File: config.mk
export PLATFORM = sky130hd
export DESIGN_NAME = bbe_exec
export DESIGN_NICKNAME = d
export VERILOG_FILES = /design/src/bbe_pkg.sv /design/src/bbe_exec.sv
export SDC_FILE = /design/constraint.sdc
export NUM_CORES = 1
export LEC_CHECK = 0
export BUFFER_PORTS_ARGS = -buffer_cell sky130_fd_sc_hd__buf_4
export CAP_MARGIN = 30
export CELL_PAD_IN_SITES_DETAIL_PLACEMENT = 2
export CELL_PAD_IN_SITES_GLOBAL_PLACEMENT = 2
export CORE_ASPECT_RATIO = 0.5
export CORE_MARGIN = 3
export CORE_UTILIZATION = 34
export CTS_CLUSTER_DIAMETER = 40
export DETAILED_ROUTE_END_ITERATION = 8
export HOLD_SLACK_MARGIN = 0.15
export PLACE_DENSITY = 0.78
export SLEW_MARGIN = 20
export SYNTH_ARGS = -nofsm -noshare
export SYNTH_HDL_FRONTEND = slang
export SYNTH_SLANG_ARGS = --single-unit
File: constraint.sdc
create_clock -name clk -period 2.7 [get_ports clk]
set_input_delay 0 -clock clk [delete_from_list [all_inputs] [get_ports clk]]
set_output_delay 0 -clock clk [all_outputs]
set_load 0.02 [all_outputs]
File: src/bbe_pkg.sv
// constants and operation codes for the bit and branch execution unit
// assumes a decoder upstream that turns opcodes into bbe_op_e values
// Function
// - clear, set, invert carry or one addressed bit, other bits kept
// - carry AND addressed bit or its inverse, result to carry only
// - carry OR addressed bit or its inverse, result to carry only
// - move addressed bit to carry, or carry to addressed bit
// - short jump loads pc with next pc plus signed displacement
// - indirect jump goes to data pointer plus accumulator
// - branch when accumulator zero, or when nonzero, else fall through
// - branch when carry set, or when clear, carry unchanged
// - branch when addressed bit one, or zero, bit unchanged
// - bit one: branch and clear it; bit zero: fall through
// - compare acc/register/indirect byte with operand, branch when unequal
// - indirect compare fetches byte through pointer register, then compares
// - decrement register or location, write back, branch when nonzero
// - no-op takes one cycle and changes nothing but pc advance
// - displacement is signed 8 bits, from start of next instruction
package bbe_pkg;
  localparam int DATA_W = 8;
  localparam int PC_W_DEF = 16;
  localparam logic [7:0] SP_STEP = 8'h01;
  localparam logic [7:0] ZERO_BYTE = 8'h00;
  localparam logic [7:0] HI_SHIFT = 8'h08;

  typedef enum logic [4:0] {
    OP_NOP, OP_CLR_C, OP_SET_C, OP_CPL_C, OP_CLR_BIT, OP_SET_BIT, OP_CPL_BIT,
    OP_AND_BIT_C, OP_AND_NBIT_C, OP_OR_BIT_C, OP_OR_NBIT_C, OP_MOV_BIT_C, OP_MOV_C_BIT,
    OP_SHORT_JUMP, OP_INDIRECT_JUMP, OP_ABS_JUMP,
    OP_ACC_ZERO, OP_ACC_NONZERO, OP_CARRY, OP_NO_CARRY, OP_BIT_ONE, OP_BIT_ZERO,
    OP_BIT_TEST_CLEAR, OP_CMP, OP_CMP_INDIRECT, OP_DEC_BRANCH,
    OP_CALL, OP_RETURN, OP_INT_RETURN
  } bbe_op_e;
endpackage

File: src/bbe_exec.sv
// bit manipulation and program branch execution unit
// assumes the core datapath presents operands with opValid and applies the
// registered write-back strobes; internal ram answers one cycle after memReq
`timescale 1ns/1ps
module bbe_exec import bbe_pkg::*; #(
  parameter int PC_W = PC_W_DEF
) (
  // clock and reset
  input wire logic clk,
  input wire logic resetn,
  input wire logic clkEn,
  // operation request
  input wire logic opValid,
  input bbe_op_e opCode,
  input wire logic [PC_W-1:0] pcNext,
  input wire logic [7:0] relOffset,
  input wire logic [PC_W-1:0] target,
  // datapath operands
  input wire logic [7:0] acc,
  input wire logic [PC_W-1:0] dataPointer,
  input wire logic carryIn,
  input wire logic [7:0] bitAddr,
  input wire logic bitValue,
  input wire logic [7:0] operandA,
  input wire logic [7:0] operandB,
  input wire logic [7:0] ptrAddr,
  input wire logic [7:0] spIn,
  input wire logic [7:0] memRdata,
  // status
  output logic busy,
  output logic done,
  // write-back
  output logic pcLoad,
  output logic [PC_W-1:0] pcValue,
  output logic carryWe,
  output logic carryOut,
  output logic bitWe,
  output logic [7:0] bitAddrOut,
  output logic bitOut,
  output logic byteWe,
  output logic [7:0] byteOut,
  output logic spWe,
  output logic [7:0] spOut,
  output logic prioRelease,
  // internal ram port
  output logic memReq,
  output logic memWe,
  output logic [7:0] memAddr,
  output logic [7:0] memWdata
);
  if (PC_W <= DATA_W || PC_W > 2 * DATA_W) begin : gBadWidth
    $error("PC_W must lie between 9 and 16");
  end

  typedef enum logic [2:0] {ST_IDLE, ST_RD_WAIT, ST_CMP_DATA, ST_PUSH_HI, ST_POP_HI, ST_POP_LO} bbe_state_e;

  function automatic logic [PC_W-1:0] relTarget(input logic [PC_W-1:0] pc, input logic [7:0] rel);
    relTarget = pc + {{(PC_W-8){rel[7]}}, rel};
  endfunction

  bbe_state_e state, next_state, afterState, next_afterState;
  logic [PC_W-1:0] savedPc, next_savedPc, savedTarget, next_savedTarget;
  logic [7:0] savedRel, next_savedRel, savedImm, next_savedImm, savedSp, next_savedSp;
  logic [7:0] savedHi, next_savedHi;
  logic savedInt, next_savedInt;
  logic next_busy, next_done, next_pcLoad, next_carryWe, next_carryOut, next_bitWe, next_bitOut;
  logic next_byteWe, next_spWe, next_prioRelease, next_memReq, next_memWe;
  logic [PC_W-1:0] next_pcValue;
  logic [7:0] next_bitAddrOut, next_byteOut, next_spOut, next_memAddr, next_memWdata;
  logic take;
  logic [7:0] decValue;

  assign take = opValid && !busy && clkEn;
  assign decValue = operandA - SP_STEP;

  ////////////////////////////////////////////////////////////////////////////
  always_comb begin
    next_state = state;
    next_afterState = afterState;
    next_savedPc = savedPc;
    next_savedTarget = savedTarget;
    next_savedRel = savedRel;
    next_savedImm = savedImm;
    next_savedSp = savedSp;
    next_savedHi = savedHi;
    next_savedInt = savedInt;
    next_done = 1'b0;
    next_pcLoad = 1'b0;
    next_pcValue = pcValue;
    next_carryWe = 1'b0;
    next_carryOut = carryOut;
    next_bitWe = 1'b0;
    next_bitAddrOut = bitAddrOut;
    next_bitOut = bitOut;
    next_byteWe = 1'b0;
    next_byteOut = byteOut;
    next_spWe = 1'b0;
    next_spOut = spOut;
    next_prioRelease = 1'b0;
    next_memReq = 1'b0;
    next_memWe = 1'b0;
    next_memAddr = memAddr;
    next_memWdata = memWdata;
    unique case (state)
      ST_IDLE: begin
        if (opValid) begin
          next_done = 1'b1;
          next_bitAddrOut = bitAddr;
          next_pcValue = relTarget(pcNext, relOffset);
          next_savedPc = pcNext;
          next_savedTarget = target;
          next_savedRel = relOffset;
          next_savedImm = operandB;
          next_savedSp = spIn;
          next_savedInt = (opCode == OP_INT_RETURN);
          unique case (opCode)
            OP_NOP: ; // pc advance belongs to the fetch logic
            OP_CLR_C, OP_SET_C, OP_CPL_C: begin
              next_carryWe = 1'b1;
              next_carryOut = (opCode == OP_SET_C) || (opCode == OP_CPL_C && !carryIn);
            end
            OP_CLR_BIT, OP_SET_BIT, OP_CPL_BIT: begin
              // only the addressed bit is written; the datapath merges it
              next_bitWe = 1'b1;
              next_bitOut = (opCode == OP_SET_BIT) || (opCode == OP_CPL_BIT && !bitValue);
            end
            OP_AND_BIT_C, OP_AND_NBIT_C: begin
              next_carryWe = 1'b1;
              next_carryOut = carryIn && (bitValue ^ (opCode == OP_AND_NBIT_C));
            end
            OP_OR_BIT_C, OP_OR_NBIT_C: begin
              next_carryWe = 1'b1;
              next_carryOut = carryIn || (bitValue ^ (opCode == OP_OR_NBIT_C));
            end
            OP_MOV_BIT_C: begin
              next_carryWe = 1'b1;
              next_carryOut = bitValue;
            end
            OP_MOV_C_BIT: begin
              next_bitWe = 1'b1;
              next_bitOut = carryIn;
            end
            OP_SHORT_JUMP: next_pcLoad = 1'b1;
            OP_INDIRECT_JUMP: begin
              next_pcLoad = 1'b1;
              next_pcValue = dataPointer + {{(PC_W-8){1'b0}}, acc};
            end
            OP_ABS_JUMP: begin
              next_pcLoad = 1'b1;
              next_pcValue = target;
            end
            OP_ACC_ZERO: next_pcLoad = (acc == ZERO_BYTE);
            OP_ACC_NONZERO: next_pcLoad = (acc != ZERO_BYTE);
            OP_CARRY: next_pcLoad = carryIn;
            OP_NO_CARRY: next_pcLoad = !carryIn;
            OP_BIT_ONE: next_pcLoad = bitValue;
            OP_BIT_ZERO: next_pcLoad = !bitValue;
            OP_BIT_TEST_CLEAR: begin
              next_pcLoad = bitValue;
              next_bitWe = bitValue;
              next_bitOut = 1'b0;
            end
            OP_CMP: begin
              next_pcLoad = (operandA != operandB);
              next_carryWe = 1'b1;
              next_carryOut = (operandA < operandB);
            end
            OP_CMP_INDIRECT: begin
              next_done = 1'b0;
              next_memReq = 1'b1;
              next_memAddr = ptrAddr;
              next_state = ST_RD_WAIT;
              next_afterState = ST_CMP_DATA;
            end
            OP_DEC_BRANCH: begin
              next_byteWe = 1'b1;
              next_byteOut = decValue;
              next_pcLoad = (decValue != ZERO_BYTE);
            end
            OP_CALL: begin
              next_done = 1'b0;
              next_memReq = 1'b1;
              next_memWe = 1'b1;
              next_memAddr = spIn + SP_STEP;
              next_memWdata = pcNext[7:0];
              next_state = ST_PUSH_HI;
            end
            OP_RETURN, OP_INT_RETURN: begin
              next_done = 1'b0;
              next_memReq = 1'b1;
              next_memAddr = spIn;
              next_state = ST_RD_WAIT;
              next_afterState = ST_POP_HI;
            end
            default: next_done = 1'b1; // unknown codes retire as a no-op
          endcase
        end
      end
      ST_RD_WAIT: next_state = afterState;
      ST_CMP_DATA: begin
        next_done = 1'b1;
        next_pcLoad = (memRdata != savedImm);
        next_pcValue = relTarget(savedPc, savedRel);
        next_carryWe = 1'b1;
        next_carryOut = (memRdata < savedImm);
        next_state = ST_IDLE;
      end
      ST_PUSH_HI: begin
        next_memReq = 1'b1;
        next_memWe = 1'b1;
        next_memAddr = savedSp + SP_STEP + SP_STEP;
        next_memWdata = 8'(savedPc >> HI_SHIFT);
        next_spWe = 1'b1;
        next_spOut = savedSp + SP_STEP + SP_STEP;
        next_pcLoad = 1'b1;
        next_pcValue = savedTarget;
        next_done = 1'b1;
        next_state = ST_IDLE;
      end
      ST_POP_HI: begin
        next_savedHi = memRdata;
        next_memReq = 1'b1;
        next_memAddr = savedSp - SP_STEP;
        next_state = ST_RD_WAIT;
        next_afterState = ST_POP_LO;
      end
      ST_POP_LO: begin
        next_pcLoad = 1'b1;
        next_pcValue = PC_W'({savedHi, memRdata});
        next_spWe = 1'b1;
        next_spOut = savedSp - SP_STEP - SP_STEP;
        next_prioRelease = savedInt;
        next_done = 1'b1;
        next_state = ST_IDLE;
      end
    endcase
    next_busy = (next_state != ST_IDLE);
  end

  // clkEn low holds every flop, pulses included, so a stalled core sees them again
  always_ff @(posedge clk or negedge resetn) begin
    if (!resetn) begin
      state <= ST_IDLE;
      afterState <= ST_IDLE;
      savedPc <= '0;
      savedTarget <= '0;
      savedRel <= '0;
      savedImm <= '0;
      savedSp <= '0;
      savedHi <= '0;
      savedInt <= 1'b0;
      busy <= 1'b0;
      done <= 1'b0;
      pcLoad <= 1'b0;
      pcValue <= '0;
      carryWe <= 1'b0;
      carryOut <= 1'b0;
      bitWe <= 1'b0;
      bitAddrOut <= '0;
      bitOut <= 1'b0;
      byteWe <= 1'b0;
      byteOut <= '0;
      spWe <= 1'b0;
      spOut <= '0;
      prioRelease <= 1'b0;
      memReq <= 1'b0;
      memWe <= 1'b0;
      memAddr <= '0;
      memWdata <= '0;
    end else if (clkEn) begin
      state <= next_state;
      afterState <= next_afterState;
      savedPc <= next_savedPc;
      savedTarget <= next_savedTarget;
      savedRel <= next_savedRel;
      savedImm <= next_savedImm;
      savedSp <= next_savedSp;
      savedHi <= next_savedHi;
      savedInt <= next_savedInt;
      busy <= next_busy;
      done <= next_done;
      pcLoad <= next_pcLoad;
      pcValue <= next_pcValue;
      carryWe <= next_carryWe;
      carryOut <= next_carryOut;
      bitWe <= next_bitWe;
      bitAddrOut <= next_bitAddrOut;
      bitOut <= next_bitOut;
      byteWe <= next_byteWe;
      byteOut <= next_byteOut;
      spWe <= next_spWe;
      spOut <= next_spOut;
      prioRelease <= next_prioRelease;
      memReq <= next_memReq;
      memWe <= next_memWe;
      memAddr <= next_memAddr;
      memWdata <= next_memWdata;
    end
  end
endmodule // bbe_exec

==> flow_metrics.py, run 1 <==
metrics = {
    "flow_run": {
        "cap_viol_max_count": 0,
    },
    "sta": {
        "worst_pin_slew_ns": 0.738,
        "fin_hold_ws_ns": 0.127,
        "max_slew_margin_pct": 50.8,
        "rsz0062_at_grt": "yes",
        "tns_ns": 0,
        "min_period_ns": 2.65,
        "hold_viol": 0,
        "finalSetupViolCount": 0,
        "skew_ns": 0.0101,
        "max_freq_ghz": 0.377,
        "finalCritPeriodShare_pct": 98.2,
        "slew_viol_final": 0,
    },
    "worst_setup_path": {
        "end_kind": "flop",
        "crit_required_ns": 3.05,
        "endpoint": "pcValue[6]",
        "reg2reg_depth": 8,
        "rr_startpoint": "savedPc[0]",
        "critical_path_class": "input port to flop",
        "critPathMaxFanout": 4,
        "timing.rr.end": "pcValue[4]",
        "critical_path_arrival_ns": 3.00,
        "rrSetupSlack_ns": 0.16,
        "cp-startpoint": "pcNext[0]",
        "worstSetupStartpointType": "input port",
    },
    "detailed_routing": {
        "drt_wl_total_mm": 47.6,
        "drc": 0,
        "dr_wl_met3_mm": 2.78,
        "dr.pass1.iters": 5,
        "wl_met2_mm": 22.9,
        "antenna_left": 0,
        "post_drt_via_cell_ratio": 5.85,
        "wire_per_inst_um": 26.6,
        "num_vias": 10400,
        "highest_layer": "met5",
        "m1WireLength_mm": 20.6,
        "drt-initial-drc-count": 766,
    },
    "layout": {
        "nets": 1576,
        "multiInputGateArea_sq_um": 5880,
        "drive_gt1_share_pct": 24.8,
        "fill_cells": 2974,
        "register_area_sq_um": 3480,
        "syn_to_final_growth_pct": 38.0,
        "final_cell_area_sq_um": 13400,
    },
    "place": {
        "port_buffers": 190,
        "dp_hpwl_mm": 31.9,
        "dpl_cell_area_sq_um": 11700,
        "place_congestion": 0.881,
    },
    "grt": {
        "grt_pass1_wl_mm": 73.2,
        "grt-ovfl-total": 0,
        "grt_max_degree": 62,
        "grt_pass1_vias": 11700,
        "grtUsageTotal_pct": 31.2,
        "antenna_found_initial": 7,
    },
    "synth": {
        "synthTopCellsByArea": "dfrtp_1, ha_1, mux2_2, nand2_1, o21ai_0",
        "syn_area_sq_um": 9720,
        "ys_ff_latch": 139,
        "yosysSeqAreaShare_pct": 35.8,
        "ys_warn_count": 0,
        "synth_edf_count": 0,
        "syn_nets": 1282,
        "synthCells": 1094,
        "ys.flop_type": "dfrtp_1",
        "syn_avg_cell_area_sq_um": 8.88,
        "yosysTopAreaCell": "dfrtp_1",
        "ys_types": 79,
        "synth_top_cell_area_share_pct": 35.8,
        "synthArstFlopShare_pct": 100,
    },
    "floorplan": {
        "die_area_sq_um": 30800,
        "fp.dieW_um": 245,
        "io_pins": 191,
        "die_h_um": 126,
        "num_rows": 43,
        "core_area_sq_um": 27900,
        "initial_core_util_pct": 34.8,
    },
    "clock_tree": {
        "postCtsSetupBuffers": 0,
        "cts_root_buf": "clkbuf_16",
        "htree_levels": 4,
        "cts_num_sinks": 139,
        "cts_buffers": 17,
        "cts_buffer_depth": 2,
        "cts.reportedPaths.clkPinSlew_ns": 0.07,
        "cts_tree": "done",
        "clk_latency_ns": 0.45,
    },
    "run_status": {
        "run_status": "finished clean",
    },
    "power": {
        "power.density_nw_per_um2": 1050,
        "power.total_mw": 14.1,
        "p_leak_nw": 5.99,
        "ir_drop_mv": 0.569,
    },
    "worst_hold_path": {
        "hold_class": "input port to async pin",
    },
}
critical path, stage by stage:
cell           delay (ns)
dlygate4sd3_1        0.53
buf_4                0.15
ha_1                 0.22
inv_1                0.07
fa_1                 0.41
nor2b_1              0.20
o31a_1               0.26
o211ai_1             0.11
o41a_1               0.13
a21oi_1              0.42
a2111oi_0            0.18
o31ai_1              0.31
repair_timing:
item,4_1_cts,5_1_grt
resized for setup,0,14
hold buffers,108,0
endpoints found under the hold margin,239,0
setup endpoints to repair,0,11
placed cells by master (no fill, tap or decap), types with 5 or more instances in the layout:
cell,n
nor2_1,74
a21o_1,16
and3_1,12
ha_1,62
o21ai_1,13
nor3_1,21
nor4_1,11
xnor2_1,31
or3_1,5
a31oi_1,25
o211ai_1,11
a211oi_1,9
dlygate4sd3_1,108
nand2b_1,6
o21a_1,7
xor2_1,19
dfrtp_1,137
a21oi_1,65
a221oi_1,7
a22o_1,7
buf_4,220
o31ai_1,7
o21ai_0,84
clkbuf_16,17
o221ai_1,6
nor2b_1,14
nand4_1,10
o22ai_1,14
mux2_2,64
nor3b_1,7
nand2_1,122
nand3_1,20
inv_1,43
a22oi_1,5
cell usage after synthesis (12+ instances only):
library cell,count
a31oi_1,25
buf_2,18
nor2b_1,14
o21ai_1,12
nor2_1,76
a21o_1,16
xor2_1,21
nand3_1,21
ha_1,62
nand2_1,122
dfrtp_1,139
a21oi_1,65
and3_1,12
inv_1,43
nor3_1,21
o22ai_1,14
o21ai_0,86
mux2_2,64
xnor2_1,31
clkbuf_1,34
per-layer routing:
| layer | vias up | track usage [%] |
|---|---|---|
| li1 | 4607 | - |
| met1 | 5406 | 40.6 |
| met2 | 339 | 51.8 |
| met3 | 93 | 6.99 |
| met4 | 4 | 9.88 |
| met5 | - | 0 |
where the power goes:
part / leakage [nW] / total, mW / internal (mW) / switching, mW
Clock: 0.285 / 2.54 / 1.50 / 1.04
Combinational: 4.02 / 7.61 / 3.11 / 4.50
Sequential: 1.69 / 3.94 / 3.04 / 0.899
stage by stage:
stage | util (%) | std cells | setup slack, ns
after floorplan | - | 1094 | 0.430
final | 48.0 | 1786 | 0.0474
after detailed placement | 41.8 | 1643 | 0.0888
after global routing | 48.0 | 1786 | -0.0555
after global placement | 41.7 | 1642 | 0.176
after CTS | 47.8 | 1783 | 0.0875
cell families (layout without fill, tap and decap cells):
group / Yosys count / count (layout) / share of synthesized area, %
AOI/OAI and AO/OA: 334 / 334 / 22.3
xor gates and xnor gates: 52 / 52 / 4.69
adders and majority gates: 65 / 65 / 8.60
buffers and inverters: 102 / 409 / 4.25
DFF: 139 / 139 / 35.8
muxes: 67 / 67 / 7.73
other: 0 / 3 / 0
and+or+nand+nor: 335 / 335 / 16.6
cell type report:
type	instances	area share, %
sequential	139	26.0
clock buffer	21	3.43
inverter	45	1.26
clock inverter	11	1.07
multi-input combinational	853	43.9
tap	382	3.56
timing repair buffer	332	20.8
antenna	3	0.0560
flip-flops by register name, summed over array words and instances, names as in the netlist, 8 cells and up:
signal and cells:
pcValue 16, savedPc 16, savedTarget 16, bitAddrOut 8
byteOut 8, memAddr 8, memWdata 8, savedHi 8
savedImm 8, savedRel 8, savedSp 8, spOut 8
worst min-delay path by stage:
| stage | from | slack [ns] | cells after the start | end |
|---|---|---|---|---|
| 4_1_cts | resetn | 0.15 | 2 | savedRel[6] |
| 3_3_place_gp | resetn | 0.04 | 1 | savedPc[10] |
| 3_5_place_dp | resetn | 0.04 | 1 | savedPc[10] |
| 5_1_grt | resetn | 0.18 | 2 | savedRel[6] |
| 2_1_floorplan | resetn | -0.30 | 0 | afterState[0] |
| 6_report | resetn | 0.13 | 2 | savedRel[6] |
Power figures use the tool's default switching activity.
==> run 2: changes to the inputs <==
--- a/config.mk
+++ b/config.mk
@@ -15,7 +15,7 @@
 export CTS_CLUSTER_DIAMETER = 40
 export DETAILED_ROUTE_END_ITERATION = 8
 export HOLD_SLACK_MARGIN = 0.15
-export PLACE_DENSITY = 0.78
+export PLACE_DENSITY = 0.84
 export SLEW_MARGIN = 20
 export SYNTH_ARGS = -nofsm -noshare
 export SYNTH_HDL_FRONTEND = slang
==> run 2 against run 1 <==
Net effect:
- register-to-register slack worse by 0.13 ns
- combinational power grew 7.6%
- fmax is 0.63% lower
- count of clock-buffer cells in the layout is 2 lower
- die area unchanged
- clock power grew 5%
- sequential share of layout area is essentially flat
- total power up 5.7%
- global-route usage up 3.4 points
- setup slack got worse by 0.017 ns
- utilization about the same
- sequential power rose by 2%
- highest routed layer unchanged
==> flow_metrics.py, run 2 (synthesized netlist as in run 1, its figures left out) <==
metrics = {
    "sta": {
        "worst_pin_slew_ns": 0.809,
        "finalCritPeriodShare_pct": 98.9,
        "finalSetupViolCount": 0,
        "skew_ns": 0.0156,
        "min_period_ns": 2.67,
        "hold_viol": 0,
        "max_slew_margin_pct": 46.1,
        "max_freq_ghz": 0.375,
        "slew_viol_final": 0,
    },
    "floorplan": {
        "fp.dieW_um": 245,
        "num_rows": 43,
        "die_area_sq_um": 30800,
        "io_pins": 191,
        "die_h_um": 126,
        "core_area_sq_um": 27900,
        "initial_core_util_pct": 34.8,
    },
    "layout": {
        "nets": 1573,
        "final_cell_mix": "buf_4, dfrtp_1, nand2_1, dlygate4sd3_1, o21ai_0",
        "layout_commonest_cell": "buf_4",
        "syn_to_final_growth_pct": 38.2,
        "post-route-util_pct": 48.1,
        "drive_gt1_share_pct": 25.2,
        "fin_cells": 1782,
        "reg.largest.list": "pcValue: 16 flops, savedPc: 16 flops, savedTarget: 16 flops",
    },
    "clock_tree": {
        "htree_levels": 4,
        "cts_buffer_depth": 2,
        "cts_buffers": 17,
        "cts_root_buf": "clkbuf_16",
        "cts_tree": "done",
        "cts_num_sinks": 139,
        "clk_latency_ns": 0.48,
        "postCtsSetupBuffers": 0,
        "cts.reportedPaths.clkPinSlew_ns": 0.08,
    },
    "detailed_routing": {
        "antenna_left": 0,
        "num_vias": 11000,
        "post_drt_via_cell_ratio": 6.20,
        "drc": 0,
        "wire_per_inst_um": 29.9,
        "drt-initial-drc-count": 1102,
        "dr.pass1.iters": 6,
        "drt_wl_total_mm": 53.3,
    },
    "grt": {
        "grt_pass1_vias": 12300,
        "grt_pass1_wl_mm": 80.8,
        "grt_max_degree": 77,
        "grtUsageTotal_pct": 34.6,
        "antenna_found_initial": 2,
        "grt-ovfl-total": 0,
    },
    "power": {
        "power.density_nw_per_um2": 1110,
        "ir_drop_mv": 0.675,
        "p_leak_nw": 6.00,
    },
    "worst_setup_path": {
        "end_kind": "flop",
        "crit_path_top_delay_cell": "dfrtp_1",
        "critical_path_arrival_ns": 3.01,
        "critPathBufInv": 0,
        "crit_required_ns": 3.04,
        "cp_cell_sequence": "ha_1 > a21oi_1 > o22ai_1 > o31ai_1 > nand2_1 > and4b_1 > nor3_1 > o41ai_1",
        "worstSetupStartpointType": "flop",
        "critical_path_class": "flop to flop",
        "cp_top_family": "compound AO/OA/AOI/OAI gates",
        "critPathMaxFanout": 3,
        "slowest_delay_ns": 0.45,
    },
    "flow_run": {
        "cap_viol_max_count": 0,
    },
    "place": {
        "port_buffers": 190,
        "place_congestion": 0.910,
        "dp_cells": 1643,
        "dp_hpwl_mm": 32.7,
    },
    "run_status": {
        "run_status": "finished clean",
    },
    "worst_hold_path": {
        "hold_class": "input port to async pin",
    },
}
## run 2: cell types whose count changed in the layout (fill, tap and decap cells not counted), sizes merged
cell / previous run / this run
clkbuf: 21 / 19
diode: 3 / 2
dlygate4sd3: 108 / 105
inv: 45 / 47
## run 2: final timing paths
path,from,endpoint,slack [ns],cells after the start
worst max-delay path,savedRel[1],pcValue[11],0.03,8
worst min register to register,spOut[0],spOut[0],0.50,2
worst min-delay path,resetn,bitAddrOut[6],0.16,2
max in group asynchronous,resetn,pcValue[1],1.63,3
min in group clk,opCode[0],pcValue[9],0.17,4
worst max register to register,savedRel[1],pcValue[11],0.03,8
## run 2: area by class of cell
cell class | instances | area, sq um
Fill cell | 2923 | 14500
Multi-Input combinational cell | 853 | 5930
Sequential cell | 139 | 3480
Timing Repair Buffer | 329 | 2750
Tap cell | 382 | 478
Clock buffer | 19 | 453
Inverter | 45 | 169
Clock inverter | 13 | 165
Antenna cell | 2 | 5.00
## run 2: per-layer routing
| metal | share of wire [%] | vias to the layer above | GRT usage, % | routed length (um) |
|---|---|---|---|---|
| met5 | 0.026 | - | 0 | 14 |
| met4 | 3.3 | 2 | 12.3 | 1770 |
| met3 | 7.6 | 177 | 8.94 | 4060 |
| met2 | 49 | 550 | 58.9 | 26000 |
| met1 | 40 | 5698 | 42.6 | 21500 |
| li1 | - | 4613 | - | - |
## run 2: through the flow
step           worst slack, ns  setup TNS (ns)  power, mW  hold slack, ns  cell area (sq um)
2_1_floorplan            0.430               0       8.04          -0.296               9720
3_3_place_gp             0.163               0       10.6          0.0889              11600
3_5_place_dp            0.0644               0       11.0           0.104              11600
4_1_cts                 0.0501               0       13.9           0.154              13300
5_1_grt                -0.0761         -0.0761       15.5           0.193              13400
6_report                0.0307               0       14.9           0.158              13400
## run 2: power by group
part,total (mW),internal [mW],switching [mW]
logic,8.19,3.15,5.04
registers,4.02,3.04,0.983
clock network,2.67,1.51,1.17
total,14.9,7.70,7.19
## run 2: timing repair
item                       in CTS  in global routing
hold buffers                  105                  0
setup endpoints to repair       1                 13
cloned                          0                  0
gates resized for setup         1                 20
pin swaps                       0                  8
hold endpoints to repair      203                  0
